## config.mk

```make
export PLATFORM = sky130hd
export DESIGN_NAME = adsp_cmd_port
export DESIGN_NICKNAME = d
export VERILOG_FILES = /design/src/adsp_pkg.sv /design/src/adsp_cmd_port.sv
export VERILOG_INCLUDE_DIRS = /design/src
export SDC_FILE = /design/constraint.sdc
export NUM_CORES = 1
export LEC_CHECK = 0
export BUFFER_PORTS_ARGS = -buffer_cell sky130_fd_sc_hd__buf_2
export CAP_MARGIN = 20
export CORE_MARGIN = 5
export CORE_UTILIZATION = 50
export CTS_CLUSTER_SIZE = 40
export DETAILED_ROUTE_END_ITERATION = 8
export GPL_ROUTABILITY_DRIVEN = 0
export PLACE_DENSITY = 0.72
export SLEW_MARGIN = 0
export SYNTH_ARGS = -nofsm -noshare
export SYNTH_HDL_FRONTEND = slang
export SYNTH_SLANG_ARGS = --single-unit
```

## constraint.sdc

```tcl
create_clock -name ref_clk -period 2.1 [get_ports ref_clk]
set_clock_uncertainty 0.2 [all_clocks]
set_input_delay 0.525 -clock ref_clk [delete_from_list [all_inputs] [get_ports ref_clk]]
set_output_delay 0.525 -clock ref_clk [all_outputs]
set_load 0.05 [all_outputs]
```

## src/adsp_cfg.svh

```systemverilog
// Constants of the antenna driver serial command port: command codes,
// field positions, reset values and serial timing.
// Assumes inclusion by bare name from the package, the command port, the master model and the bench.
// Operation
// - Power-down keeps inverters off, pull-down on; enabling releases pull-down, powers inverters.
// - Qualified resonator clock switches off one of the two driver inverters.
// - Reset input is pulled to its passive level internally.
// - Chip select is pulled inactive internally, keeping port and output disabled.
// - Port works on eight-bit words with serial clock at most 1 MHz.
// - Serial output is high impedance when deselected, driven only while selected.
// - Device is slave only; master supplies chip select and clock.
// - While selected, data input is sampled on every rising serial clock edge.
// - Output shows shift register LSB; register shifts on each falling edge after a rise, except after a word's eighth rise, where it loads the response.
// - Both idle-low mode 0 and idle-high mode 3 transfers work.
// - Every first byte answers system-ready in bit 7, modulator-ready in bit 1.
// - Byte with bits 4 and 0 set clears the fault memory.
// - Bits 5,0 stop the modulator; bits 6,0 enable power-down.
// - Register 1 write stores coil code from bits 5..2, modulation type bit 0.
// - Register 1 read ignores second input, returns coil code and modulation type.
// - Register 2 write stores baud code bits 2..1, prescaler enable bit 0.
// - Register 2 read ignores second input, returns baud code and prescaler enable.
// - Every word is shifted least significant bit first, both directions.
// - Second byte of a register write returns the first command byte.
`ifndef ADSP_CFG_SVH
`define ADSP_CFG_SVH

`define ADSP_CMD_STATUS     8'h00
`define ADSP_CMD_FAULT_CLR  8'h11
`define ADSP_CMD_MOD_STOP   8'h21
`define ADSP_CMD_PWR_DOWN   8'h41
`define ADSP_CMD_WR_REG1    8'h04
`define ADSP_CMD_RD_REG1    8'h06
`define ADSP_CMD_WR_REG2    8'h08
`define ADSP_CMD_RD_REG2    8'h0A

`define ADSP_STAT_SR_BIT    7
`define ADSP_STAT_RTS_BIT   1
`define ADSP_REG1_COIL_LSB  2
`define ADSP_REG1_AP_BIT    0
`define ADSP_REG2_BAUD_LSB  1
`define ADSP_REG2_PS_BIT    0

`define ADSP_REG1_COIL_RST  4'h0
`define ADSP_REG1_AP_RST    1'h0
`define ADSP_REG2_BAUD_RST  2'h0
`define ADSP_REG2_PS_RST    1'h0

`define ADSP_WORD_BITS      8
`define ADSP_REF_CLK_HZ     40000000
`define ADSP_SCLK_MAX_HZ    1000000
`define ADSP_SCLK_HALF_CYC  (`ADSP_REF_CLK_HZ / (2 * `ADSP_SCLK_MAX_HZ))

`endif

```

## src/adsp_pkg.sv

```systemverilog
// Types of the antenna driver serial command port.
// Assumes adsp_cfg.svh is on the include path.
`default_nettype none
package adsp_pkg;
  `include "adsp_cfg.svh"

  typedef enum logic [1:0] {
    OSC_OFF,
    OSC_START,
    OSC_RUN
  } adsp_osc_e;

  typedef logic [`ADSP_WORD_BITS-1:0] adsp_byte_t;
endpackage : adsp_pkg
`default_nettype wire

```

## src/adsp_cmd_port.sv

```systemverilog
// Serial command port of the antenna driver with oscillator control.
// Assumes serial pins are synchronous to ref_clk, which runs at least 20x
// faster than the serial clock so every edge is seen.
`default_nettype none
`include "adsp_cfg.svh"

// Registered history of one synchronous pin, giving its edges as
// combinational strobes; the reset level should match the pin's idle
// level so that no false edge follows reset.
module adsp_edge_det
  import adsp_pkg::*;
#(
  parameter logic IDLE_LEVEL = 1'b0
) (
  input  wire logic ref_clk,
  input  wire logic rst_n,
  input  wire logic level,
  output logic      rise,
  output logic      fall
);

  logic prev_r, prev_nxt;

  always_comb begin
    prev_nxt = level;
  end

  always_ff @(posedge ref_clk or negedge rst_n) begin
    if (!rst_n) begin
      prev_r <= IDLE_LEVEL;
    end else begin
      prev_r <= prev_nxt;
    end
  end

  assign rise = level & ~prev_r;
  assign fall = ~level & prev_r;

endmodule : adsp_edge_det

module adsp_cmd_port
  import adsp_pkg::*;
(
  input  wire logic       ref_clk,
  input  wire logic       rst_n,
  input  wire logic       chipSelect,
  input  wire logic       serialClk,
  input  wire logic       serialDataIn,
  input  wire logic       resonatorClockOk,
  input  wire logic       modulatorReady,
  output logic            serialDataOut,
  output logic            serialDataOutEn,
  output logic            resetPullupEn,
  output logic            chipSelectPulldownEn,
  output logic            resonatorPulldownEn,
  output logic            oscInverterMainEn,
  output logic            oscInverterAuxEn,
  output logic            systemReadyFlag,
  output logic [3:0]      coilCurrentCode,
  output logic            modulationTypeSel,
  output logic [1:0]      baudRateCode,
  output logic            clockOutPrescaleEn,
  output logic            faultClearPulse,
  output logic            modulatorStopPulse
);

  // Serial state
  adsp_byte_t rxShift_r,  rxShift_nxt;
  adsp_byte_t txShift_r,  txShift_nxt;
  adsp_byte_t cmd_r,      cmd_nxt;
  adsp_byte_t resp_r,     resp_nxt;
  logic [2:0] bitCnt_r,   bitCnt_nxt;
  logic       byteIdx_r,  byteIdx_nxt;
  logic       riseSeen_r, riseSeen_nxt;
  logic       loadPend_r, loadPend_nxt;
  logic       pdArm_r,    pdArm_nxt;
  logic       doEn_r,     doEn_nxt;
  logic       fltClr_r,   fltClr_nxt;
  logic       modStop_r,  modStop_nxt;
  logic [3:0] coil_r,     coil_nxt;
  logic       ap_r,       ap_nxt;
  logic [1:0] baud_r,     baud_nxt;
  logic       ps_r,       ps_nxt;

  // Oscillator state
  adsp_osc_e  oscState_r, oscState_nxt;
  logic       pullDn_r,   pullDn_nxt;
  logic       invMain_r,  invMain_nxt;
  logic       invAux_r,   invAux_nxt;
  logic       sysRdy_r,   sysRdy_nxt;

  logic       sclkUp;
  logic       sclkDown;
  logic       csUp;
  logic       csDown;
  logic       sclkRise;
  logic       sclkFall;
  logic       csStart;
  logic       pdGo;
  adsp_byte_t rxByte;
  adsp_byte_t statusByte;
  adsp_byte_t reg1Byte;
  adsp_byte_t reg2Byte;

  // Serial clock edges are gated by select below, so either idle level is safe
  adsp_edge_det #(
    .IDLE_LEVEL (1'b0)
  ) u_sclkEdge (
    .ref_clk (ref_clk),
    .rst_n   (rst_n),
    .level   (serialClk),
    .rise    (sclkUp),
    .fall    (sclkDown)
  );

  // Select idles low through its pull-down, so reset agrees with the pin
  adsp_edge_det #(
    .IDLE_LEVEL (1'b0)
  ) u_csEdge (
    .ref_clk (ref_clk),
    .rst_n   (rst_n),
    .level   (chipSelect),
    .rise    (csUp),
    .fall    (csDown)
  );

  // Edges only count while selected; the master owns the clock
  assign sclkRise = chipSelect & sclkUp;
  assign sclkFall = chipSelect & sclkDown;
  assign csStart  = csUp;
  assign pdGo     = csDown & pdArm_r;
  // New bit enters at the top so the first bit lands in bit 0
  assign rxByte   = {serialDataIn, rxShift_r[7:1]};

  always_comb begin
    statusByte = 8'h00;
    statusByte[`ADSP_STAT_SR_BIT]  = sysRdy_r;
    statusByte[`ADSP_STAT_RTS_BIT] = modulatorReady;
    reg1Byte = 8'h00;
    reg1Byte[`ADSP_REG1_COIL_LSB +: 4] = coil_r;
    reg1Byte[`ADSP_REG1_AP_BIT]        = ap_r;
    reg2Byte = 8'h00;
    reg2Byte[`ADSP_REG2_BAUD_LSB +: 2] = baud_r;
    reg2Byte[`ADSP_REG2_PS_BIT]        = ps_r;
  end

  // Serial engine and configuration registers
  always_comb begin
    rxShift_nxt  = rxShift_r;
    txShift_nxt  = txShift_r;
    cmd_nxt      = cmd_r;
    resp_nxt     = resp_r;
    bitCnt_nxt   = bitCnt_r;
    byteIdx_nxt  = byteIdx_r;
    riseSeen_nxt = riseSeen_r;
    loadPend_nxt = loadPend_r;
    pdArm_nxt    = pdArm_r;
    doEn_nxt     = chipSelect;
    fltClr_nxt   = 1'b0;
    modStop_nxt  = 1'b0;
    coil_nxt     = coil_r;
    ap_nxt       = ap_r;
    baud_nxt     = baud_r;
    ps_nxt       = ps_r;
    if (!chipSelect) begin
      bitCnt_nxt   = 3'h0;
      byteIdx_nxt  = 1'b0;
      riseSeen_nxt = 1'b0;
      loadPend_nxt = 1'b0;
      if (csDown) begin
        pdArm_nxt = 1'b0;
      end
    end else if (csStart) begin
      txShift_nxt  = statusByte;
      bitCnt_nxt   = 3'h0;
      byteIdx_nxt  = 1'b0;
      riseSeen_nxt = 1'b0;
      loadPend_nxt = 1'b0;
    end else if (sclkRise) begin
      rxShift_nxt  = rxByte;
      bitCnt_nxt   = bitCnt_r + 3'h1;
      riseSeen_nxt = 1'b1;
      if (bitCnt_r == 3'h7) begin
        loadPend_nxt = 1'b1;
        resp_nxt     = statusByte;
        if (!byteIdx_r) begin
          cmd_nxt   = rxByte;
          pdArm_nxt = 1'b0;
          case (rxByte)
            `ADSP_CMD_STATUS: begin
              resp_nxt = statusByte;
            end
            `ADSP_CMD_FAULT_CLR: begin
              fltClr_nxt = 1'b1;
            end
            `ADSP_CMD_MOD_STOP: begin
              modStop_nxt = 1'b1;
            end
            `ADSP_CMD_PWR_DOWN: begin
              pdArm_nxt = 1'b1;
            end
            `ADSP_CMD_WR_REG1, `ADSP_CMD_WR_REG2: begin
              resp_nxt    = rxByte;
              byteIdx_nxt = 1'b1;
            end
            `ADSP_CMD_RD_REG1: begin
              resp_nxt    = reg1Byte;
              byteIdx_nxt = 1'b1;
            end
            `ADSP_CMD_RD_REG2: begin
              resp_nxt    = reg2Byte;
              byteIdx_nxt = 1'b1;
            end
            default: begin
              resp_nxt = statusByte;
            end
          endcase
        end else begin
          byteIdx_nxt = 1'b0;
          if (cmd_r == `ADSP_CMD_WR_REG1) begin
            coil_nxt = rxByte[`ADSP_REG1_COIL_LSB +: 4];
            ap_nxt   = rxByte[`ADSP_REG1_AP_BIT];
          end else if (cmd_r == `ADSP_CMD_WR_REG2) begin
            baud_nxt = rxByte[`ADSP_REG2_BAUD_LSB +: 2];
            ps_nxt   = rxByte[`ADSP_REG2_PS_BIT];
          end
        end
      end
    end else if (sclkFall) begin
      // A fall before any rise (mode 3 lead-in) leaves bit 0 in place
      if (loadPend_r) begin
        txShift_nxt  = resp_r;
        loadPend_nxt = 1'b0;
        riseSeen_nxt = 1'b0;
      end else if (riseSeen_r) begin
        txShift_nxt = {1'b0, txShift_r[7:1]};
      end
    end
  end

  always_ff @(posedge ref_clk or negedge rst_n) begin
    if (!rst_n) begin
      rxShift_r  <= 8'h00;
      txShift_r  <= 8'h00;
      cmd_r      <= 8'h00;
      resp_r     <= 8'h00;
      bitCnt_r   <= 3'h0;
      byteIdx_r  <= 1'b0;
      riseSeen_r <= 1'b0;
      loadPend_r <= 1'b0;
      pdArm_r    <= 1'b0;
      doEn_r     <= 1'b0;
      fltClr_r   <= 1'b0;
      modStop_r  <= 1'b0;
      coil_r     <= `ADSP_REG1_COIL_RST;
      ap_r       <= `ADSP_REG1_AP_RST;
      baud_r     <= `ADSP_REG2_BAUD_RST;
      ps_r       <= `ADSP_REG2_PS_RST;
    end else begin
      rxShift_r  <= rxShift_nxt;
      txShift_r  <= txShift_nxt;
      cmd_r      <= cmd_nxt;
      resp_r     <= resp_nxt;
      bitCnt_r   <= bitCnt_nxt;
      byteIdx_r  <= byteIdx_nxt;
      riseSeen_r <= riseSeen_nxt;
      loadPend_r <= loadPend_nxt;
      pdArm_r    <= pdArm_nxt;
      doEn_r     <= doEn_nxt;
      fltClr_r   <= fltClr_nxt;
      modStop_r  <= modStop_nxt;
      coil_r     <= coil_nxt;
      ap_r       <= ap_nxt;
      baud_r     <= baud_nxt;
      ps_r       <= ps_nxt;
    end
  end

  // Oscillator enable and qualification
  always_comb begin
    oscState_nxt = oscState_r;
    case (oscState_r)
      OSC_OFF: begin
        if (chipSelect) begin
          oscState_nxt = OSC_START;
        end
      end
      OSC_START: begin
        if (resonatorClockOk) begin
          oscState_nxt = OSC_RUN;
        end
      end
      OSC_RUN: begin
        oscState_nxt = OSC_RUN;
      end
      default: begin
        oscState_nxt = OSC_OFF;
      end
    endcase
    if (pdGo) begin
      oscState_nxt = OSC_OFF;
    end
    pullDn_nxt  = (oscState_nxt == OSC_OFF);
    invMain_nxt = (oscState_nxt != OSC_OFF);
    invAux_nxt  = (oscState_nxt == OSC_START);
    sysRdy_nxt  = (oscState_nxt == OSC_RUN);
  end

  always_ff @(posedge ref_clk or negedge rst_n) begin
    if (!rst_n) begin
      oscState_r <= OSC_OFF;
      pullDn_r   <= 1'b1;
      invMain_r  <= 1'b0;
      invAux_r   <= 1'b0;
      sysRdy_r   <= 1'b0;
    end else begin
      oscState_r <= oscState_nxt;
      pullDn_r   <= pullDn_nxt;
      invMain_r  <= invMain_nxt;
      invAux_r   <= invAux_nxt;
      sysRdy_r   <= sysRdy_nxt;
    end
  end

  // Pin keepers are constant once out of reset
  logic keep_r, keep_nxt;

  always_comb begin
    keep_nxt = 1'b1;
  end

  always_ff @(posedge ref_clk or negedge rst_n) begin
    if (!rst_n) begin
      keep_r <= 1'b1;
    end else begin
      keep_r <= keep_nxt;
    end
  end

  assign resetPullupEn        = keep_r;
  assign chipSelectPulldownEn = keep_r;
  assign serialDataOut        = txShift_r[0];
  assign serialDataOutEn      = doEn_r;
  assign resonatorPulldownEn  = pullDn_r;
  assign oscInverterMainEn    = invMain_r;
  assign oscInverterAuxEn     = invAux_r;
  assign systemReadyFlag      = sysRdy_r;
  assign coilCurrentCode      = coil_r;
  assign modulationTypeSel    = ap_r;
  assign baudRateCode         = baud_r;
  assign clockOutPrescaleEn   = ps_r;
  assign faultClearPulse      = fltClr_r;
  assign modulatorStopPulse   = modStop_r;

endmodule : adsp_cmd_port
`default_nettype wire

```

== Yosys cells after proc, flatten, opt, wreduce, memory -nomap -nowiden ==
Cells that the tools add are included.

* Register bits after elaboration: 57
* Input port bits: 7
* Output and inout port bits: 18
* Word-level logic and storage cells: 128

* Add/subtract/negate cells: 1
* Equal/unequal tests: 24
* Muxes and demuxes: 49
* Bitwise logic cells: 14
* Reduce and logical (&&, ||, !) cells: 18

{| class="wikitable"
|+ Operator list
! kind !! count
|-
| $mux W8 || 6
|-
| $mux W1 || 35
|-
| $eq A8 B3 Y1 const B || 3
|-
| $eq A8 B4 Y1 const B || 3
|-
| $pmux W8 S3 || 1
|-
| $reduce_and A5 Y1 || 2
|-
| $mux W3 || 3
|-
| $eq A8 B5 Y1 const B || 1
|-
| $eq A8 B6 Y1 const B || 1
|-
| $eq A8 B7 Y1 const B || 1
|-
| $ne A4 B1 Y1 const B || 2
|-
| $reduce_and A4 Y1 || 2
|-
| $and A1 B1 Y1 || 7
|-
| $not A1 Y1 || 7
|-
| $reduce_and A7 Y1 || 1
|-
| $mux W2 || 3
|-
| $ne A2 B1 Y1 const B || 3
|-
| $ne A3 B1 Y1 const B || 2
|-
| $pmux W2 S3 || 1
|-
| $reduce_and A2 Y1 || 3
|-
| $reduce_and A6 Y1 || 1
|-
| $reduce_bool A2 Y1 || 3
|-
| $eq A2 B1 Y1 const B || 2
|-
| $eq A2 B2 Y1 const B || 2
|-
| other kinds (9) || 11
|}

== Logic depth before layout (Yosys ltp) ==
Gate-level depths: netlist of run 1.

* Word-level depth: 8
* Mapped depth: 6
* Mapped depth without buffers: 6

== Modules after synthesis ==
From an unflattened synthesis of run 1, not the netlist that was laid out.

* Cells, all modules: 201
* Area, all modules: 2547.4 um^2

{| class="wikitable"
|+ Modules (own cells, without submodules)
! module !! instances !! cells each !! area each (um^2) !! sequential area each (um^2)
|-
| adsp_cmd_port || 1 || 195 || 2467.4 || 1377.6
|-
| adsp_edge_det || 2 || 3 || 40.0 || 25.0
|}

== Worst setup path before layout of run 1 ==
Ideal clock, no wire load.

* Kind: flip-flop to flip-flop
* From: reg u_csEdge.prev_r
* To: reg coil_r[0], in the netlist coilCurrentCode[0]
* Library setup time: 0.125 ns
* Data arrival time: 1.772 ns
* Data required time: 1.775 ns
* Setup slack: 0.003 ns
* Cell stages (with the launch flop): 5
* Buffers on the path: 0
* Clock period less this slack: 2.097 ns
* Cells stage by stage: dfrtp_1 and2_2 nand4_2 nor3b_4 mux2_2

* Longest elaborated chain between the ends: 4

{| class="wikitable"
|+ RTL lines
! element !! RTL line !! RTL
|-
| from (decl) || adsp_cmd_port.sv:22 || <nowiki>logic prev_r, prev_nxt;</nowiki>
|-
| from (signal assigned) || adsp_cmd_port.sv:32 || <nowiki>prev_r <= prev_nxt;</nowiki>
|-
| $not A1 Y1 || adsp_cmd_port.sv:36 || <nowiki>assign rise = level & ~prev_r;</nowiki>
|-
| $and A1 B1 Y1 || adsp_cmd_port.sv:36 ||
|-
| $not A1 Y1 (no source line) || - ||
|-
| $reduce_and A6 Y1 (no source line) || - ||
|-
| to (signal assigned) || adsp_cmd_port.sv:255 || <nowiki>coil_r <= `ADSP_REG1_COIL_RST;</nowiki>
|-
| to (signal assigned) || adsp_cmd_port.sv:272 || <nowiki>coil_r <= coil_nxt;</nowiki>
|-
| to (decl) || adsp_cmd_port.sv:80 || <nowiki>logic [3:0] coil_r, coil_nxt;</nowiki>
|}

No other way between the ends.
A chain may end at the register's enable or synchronous reset.

== Worst setup path after layout of run 1 ==
* From: reg bitCnt_r[1]
* To: reg coil_r[1], in the netlist coilCurrentCode[1]

* Longest elaborated chain between the ends: 2

{| class="wikitable"
|+ RTL lines
! element !! RTL line !! RTL
|-
| from (decl) || adsp_cmd_port.sv:72 || <nowiki>logic [2:0] bitCnt_r, bitCnt_nxt;</nowiki>
|-
| from (signal assigned) || adsp_cmd_port.sv:264 || <nowiki>bitCnt_r <= bitCnt_nxt;</nowiki>
|-
| $eq A3 B3 Y1 || adsp_cmd_port.sv:183 || <nowiki>if (bitCnt_r == 3'h7) begin</nowiki>
|-
| $reduce_and A6 Y1 (no source line) || - ||
|}

No other way between the ends.

==> impl_metrics.ini, run 1 <==
[sta]
layout_setup_ws_ns = 0.0489
holdWs_ns = 0.278
setup_violations = 0
max_freq_mhz = 488
finalCriticalPeriod_ns = 2.05
grt_setup_unrepaired = true
finalSetupTns_ns = 0
hold_viol_final = 0
fin_crit_sh_pct = 97.7
final_max_slew_viol_count = 0

[critical_path]
end_kind = flop
required_ns = 2.10
cp_max_fo = 5
path_cells = ha_2 > ha_4 > and3b_4 > nand4_4 > nor3b_4 > buf_6 > mux2_2
slowest_stage = dfrtp_1
crit_cells = 7
cpPeakStageDelay_ns = 0.37
cp_top_family = simple AND/OR/NAND/NOR gates
critPathLaunchType = flop
arrival_ns = 2.05
r2r_cells = 7
criticalPathCategory = flop to flop
crit_buf_inv = 1

[clock_tree]
clkTransAtPathRegs_ns = 0.10
cts-buffers-inserted = 5
htree_levels = 2
clock_path_buffers = 2
root_buffer = clkbuf_8
clock-sinks = 56
cts_tree = done
clk_latency_ns = 0.31

[grt]
grt_pass1_vias = 1733
antenna_found_initial = 0
overflow = 0
grt_use_total_pct = 16.7
grt_max_degree = 31
grt_pass1_wl_mm = 8.33

[layout]
fin_util_pct = 61.7
fin_cells = 319
ff_latch_area_um2 = 1400
area_growth_syn_to_layout_pct = 17.6
multiInputGateArea_um2 = 1100
antennaDiodeCount = 0
fillers = 400
final_nets = 260
final_layout_size_suffix_gt1_share_pct = 37.3
fin_area_um2 = 2950

[floorplanning]
dieArea_um2 = 6540
ioPinCount = 25
coreArea_um2 = 4790
fp.dieH_um = 80.9
start_util_pct = 52.5
fp-row-count = 25
die_x_um = 80.9

[routing]
drtIter0Drc = 115
routedWlPerCell_um = 15.5
vias = 1682
dr.pass1.iters = 4
antenna_left = 0
routed_wl_mm = 4.94
drt-vias-per-instance = 5.27
drcViolationCount = 0

[synth]
ys_types = 43
synth_area_leader_cell = dfrtp_1
synth.top_cell.area_share_pct = 54.8
netlist_top_cells_count = dfrtp_1, mux2_2, nand2_1
yosys_register_bits = 56
synth_edf_count = 0
yosysMostFrequentCell = dfrtp_1
yosys-top-cells-area = dfrtp_1, mux2_2, nand2_1
synthArstFlopShare_pct = 100
postSynthCellCount = 211
synth_area_per_cell_um2 = 11.9
yosysSeqAreaShare_pct = 55.9
ys_warn_count = 0
synthFlopType = dfrtp_1
syn_area_um2 = 2510

[place]
dp_hpwl_mm = 3.62
place_area_um2 = 2790
placedCellCount = 307
portBuffers = 22
dp_slack_ns = -0.0308

[min_path]
hp-class = flop to flop
holdPathStages = 1

[pwr]
p_int_mw = 1.61
power_mw = 2.38
clockPowerShare_pct = 24.0
netSwitchingPower_mw = 0.777
ir_drop_v = 0.000609
cellPowerDensity_nw_per_um2 = 807
p_leak_nw = 1.36
combPwrFrac_pct = 22.1
seqPwrFrac_pct = 53.9
swShare_pct = 32.6

[outcome]
outcome = finished, final reports clean

[job]
max-cap-violations = 0
## power by group through the flow
| stage | Sequential [mW] | Combinational (mW) | Clock (mW) |
|---|---|---|---|
| after CTS | 1.29 | 0.531 | 0.592 |
| after floorplan | 1.40 | 0.274 | 0 |
| after detailed placement | 1.31 | 0.527 | 0 |
| final | 1.29 | 0.526 | 0.572 |
| after global routing | 1.30 | 0.573 | 0.642 |
| after global placement | 1.30 | 0.519 | 0 |
## kinds of logic (layout without fill, tap and decap cells)
kind of cell | count (synthesis) | after routing | synth area share, %
AND/OR/NAND/NOR | 74 | 74 | 17.9
AO/OA/AOI/OAI | 32 | 32 | 8.07
buffers and inverters | 12 | 52 | 2.19
XOR/XNOR | 2 | 2 | 0.698
multiplexers | 32 | 32 | 14.1
flip-flops | 56 | 56 | 55.9
adder cells (fa/ha/maj) | 2 | 2 | 0.996
other | 1 | 2 | 0.149
## routing by layer
metal / wire length [um] / global-route usage [%] / vias up
li1: - / - / 824
met1: 2320 / 22.4 / 824
met2: 2390 / 27.0 / 29
met3: 177 / 4.32 / 5
met4: 52 / 4.73 / 0
met5: 0 / 0 / -
## placed cells by master, fill, tap and decap left out, types with 2 or more instances in the layout
cell type	instances
nor3b_4	2
o2bb2ai_1	3
buf_4	16
a31oi_1	2
mux2_2	25
a32oi_1	2
nor2_1	9
or4_4	2
clkbuf_8	5
buf_2	22
a22oi_1	2
mux2_4	2
a211oi_1	4
nand2b_1	3
nor3_1	2
nand2_1	25
mux2i_1	5
or2_2	2
a21oi_1	8
dfrtp_1	55
and2_1	2
nor4_1	2
o21ai_0	9
conb_1	2
xnor2_1	2
nor3b_2	2
inv_1	3
nand3_1	5
nor2b_1	7
## path summary, 6_finish.rpt
path / from / to / slack [ns]
worst max-delay path: bitCnt_r[1] / coilCurrentCode[1] / 0.05
worst max register to register: bitCnt_r[1] / coilCurrentCode[1] / 0.05
worst min-delay path: oscState_r[1] / systemReadyFlag / 0.28
min in group asynchronous: rst_n / resp_r[7] / 0.50
max in group asynchronous: rst_n / modulationTypeSel / 0.67
worst min register to register: oscState_r[1] / systemReadyFlag / 0.28
## timing repair
action                     CTS  global route
hold endpoints to repair    17             0
setup endpoints to repair    8            16
resized for setup            1             8
hold buffers                 1             0
setup buffers                1             2
pin swaps                    1             3
## registers in the layout, summed over array words and instances (netlist names), 2 cells and up
signal / flops
baudRateCode: 2
bitCnt_r: 3
cmd_r: 8
coilCurrentCode: 4
oscState_r: 2
resp_r: 8
rxShift_r: 7
txShift_r: 8
## final cells by class
type                            instances  area share [%]
Tap cell                               67            2.84
Sequential cell                        56            47.5
Multi-Input combinational cell        144            37.2
Timing Repair Buffer                   41            9.19
Clock inverter                          2           0.424
Inverter                                3           0.381
Clock buffer                            6            2.46
Power figures use the tool's default switching activity.
==> run 2: changes to the inputs <==
--- a/config.mk
+++ b/config.mk
@@ -12,7 +12,7 @@
 export CORE_UTILIZATION = 50
 export CTS_CLUSTER_SIZE = 40
 export DETAILED_ROUTE_END_ITERATION = 8
-export GPL_ROUTABILITY_DRIVEN = 0
+export MAX_ROUTING_LAYER = met4
 export PLACE_DENSITY = 0.72
 export SLEW_MARGIN = 0
 export SYNTH_ARGS = -nofsm -noshare
==> run 2 against run 1 <==
Compared with the run above:
- flip-flop and latch count unchanged
- non-clock buffer count stayed put
- first-iteration DRC count shrank 5.2%
- routed wire length about the same
- fmax hardly changed
- sequential power barely moved
- worst hold slack improved by 0.0040 ns
- via count is 0.30% higher
- global-route usage increased by 0.49 points
- highest routed layer unchanged
==> impl_metrics.ini, run 2 (synthesized netlist as in run 1, its figures left out) <==
[critical_path]
criticalPathCategory = flop to flop
required_ns = 2.10
cp_max_fo = 5
end_kind = flop
critPathLaunchType = flop
timing.rr.start = bitCnt_r[1]
arrival_ns = 2.05
r2r_cells = 7
reg2reg_slack_ns = 0.05
timing.rr.end = coilCurrentCode[3]

[layout]
fin_area_um2 = 2950
final_nets = 260
fin_cells = 319
fillers = 400
area_growth_syn_to_layout_pct = 17.6
final_common_cell = dfrtp_1
reg.largest.list = cmd_r (8), resp_r (8), txShift_r (8)
fin_util_pct = 61.7
antennaDiodeCount = 0
final_layout_size_suffix_gt1_share_pct = 37.3
final_cell_mix = dfrtp_1, nand2_1, mux2_2, buf_2, buf_4

[floorplanning]
dieArea_um2 = 6540
coreArea_um2 = 4790
fp-row-count = 25
start_util_pct = 52.5
ioPinCount = 25
fp.dieH_um = 80.9
die_x_um = 80.9

[pwr]
p_leak_nw = 1.36
ir_drop_v = 0.000611
cellPowerDensity_nw_per_um2 = 807
power_mw = 2.38

[grt]
antenna_found_initial = 0
overflow = 0
grt_pass1_vias = 1732
grt_pass1_wl_mm = 8.33
grt_max_degree = 31
grt_use_total_pct = 17.2

[sta]
fin_crit_sh_pct = 97.7
max_freq_mhz = 488
layout_setup_ws_ns = 0.0490
setup_violations = 0
finalSetupTns_ns = 0
final_max_slew_viol_count = 0
hold_viol_final = 0
holdWs_ns = 0.282
finalCriticalPeriod_ns = 2.05
grt_setup_unrepaired = true

[routing]
routed_wl_mm = 4.95
drtIter0Drc = 109
vias = 1687
antenna_left = 0
routedWlPerCell_um = 15.5
drt-vias-per-instance = 5.29
drcViolationCount = 0
dr.pass1.iters = 4

[place]
dp_hpwl_mm = 3.62
dp_slack_ns = -0.0308
portBuffers = 22
placedCellCount = 307
place_area_um2 = 2790
place_congestion = 0.849

[clock_tree]
clk_latency_ns = 0.31
clkTransAtPathRegs_ns = 0.10
htree_levels = 2
cts_tree = done
cts-buffers-inserted = 5
root_buffer = clkbuf_8
clock_path_buffers = 2
clock-sinks = 56

[min_path]
hp-class = flop to flop
hold_start = oscState_r[1]
holdPathStages = 1
min_to = systemReadyFlag

[outcome]
outcome = finished, final reports clean

[job]
max-cap-violations = 0
[run 2: cell counts in the layout (fill, tap and decap cells not counted)]
Identical to the previous run, type by type.
[run 2: critical path: stages (launching register included)]
cell and delay [ns]:
dfrtp_1 0.37, ha_2 0.19, ha_4 0.13, and3b_4 0.24, nand4_4 0.12, nor3b_4 0.22
buf_6 0.15, mux2_2 0.32
[run 2: final cells by class]
type	instances	area (um2)	share of cell area [%]
clock buffers	6	72.6	2.46
clock inverters	2	12.5	0.424
inverters	3	11.3	0.381
multi-input cells	144	1100	37.2
flip-flops and latches	56	1400	47.5
well taps	67	83.8	2.84
repair buffers	41	272	9.19
[run 2: how the worst max path moves through the flow]
stage               startpoint  slack [ns]                  to  cells past startpoint
2_1_floorplan  u_csEdge.prev_r       0.003  coilCurrentCode[0]                      4
5_1_grt            bitCnt_r[0]       -0.01  coilCurrentCode[3]                      7
6_report           bitCnt_r[1]        0.05  coilCurrentCode[3]                      7
3_3_place_gp         serialClk        0.02   modulationTypeSel                      5
4_1_cts            bitCnt_r[0]        0.02  coilCurrentCode[0]                      6
3_5_place_dp       bitCnt_r[0]       -0.03  coilCurrentCode[2]                      6
[run 2: per-layer routing]
layer / track usage (%) / up-vias / part of all wire [%] / routed length, um
met2: 27.0 / 27 / 48 / 2390
met3: 4.10 / 3 / 3.1 / 154
met4: 4.73 / 0 / 0.89 / 44
met1: 22.5 / 835 / 48 / 2360
li1: - / 822 / - / -
met5: - / - / 0 / 0
[run 2: report_power, final]
part           internal (mW)  switching [mW]
registers               1.19          0.0987
logic                  0.186           0.340
clock network          0.234           0.339
total                   1.61           0.778
[run 2: timing repair]
action                                  4_1_cts  5_1_grt
setup buffers                                 1        2
gates cloned                                  0        0
hold buffers                                  1        0
endpoints found under the hold margin        17        0
pin swaps                                     1        3
endpoints found under the setup margin        8       16
resized for setup                             1        8
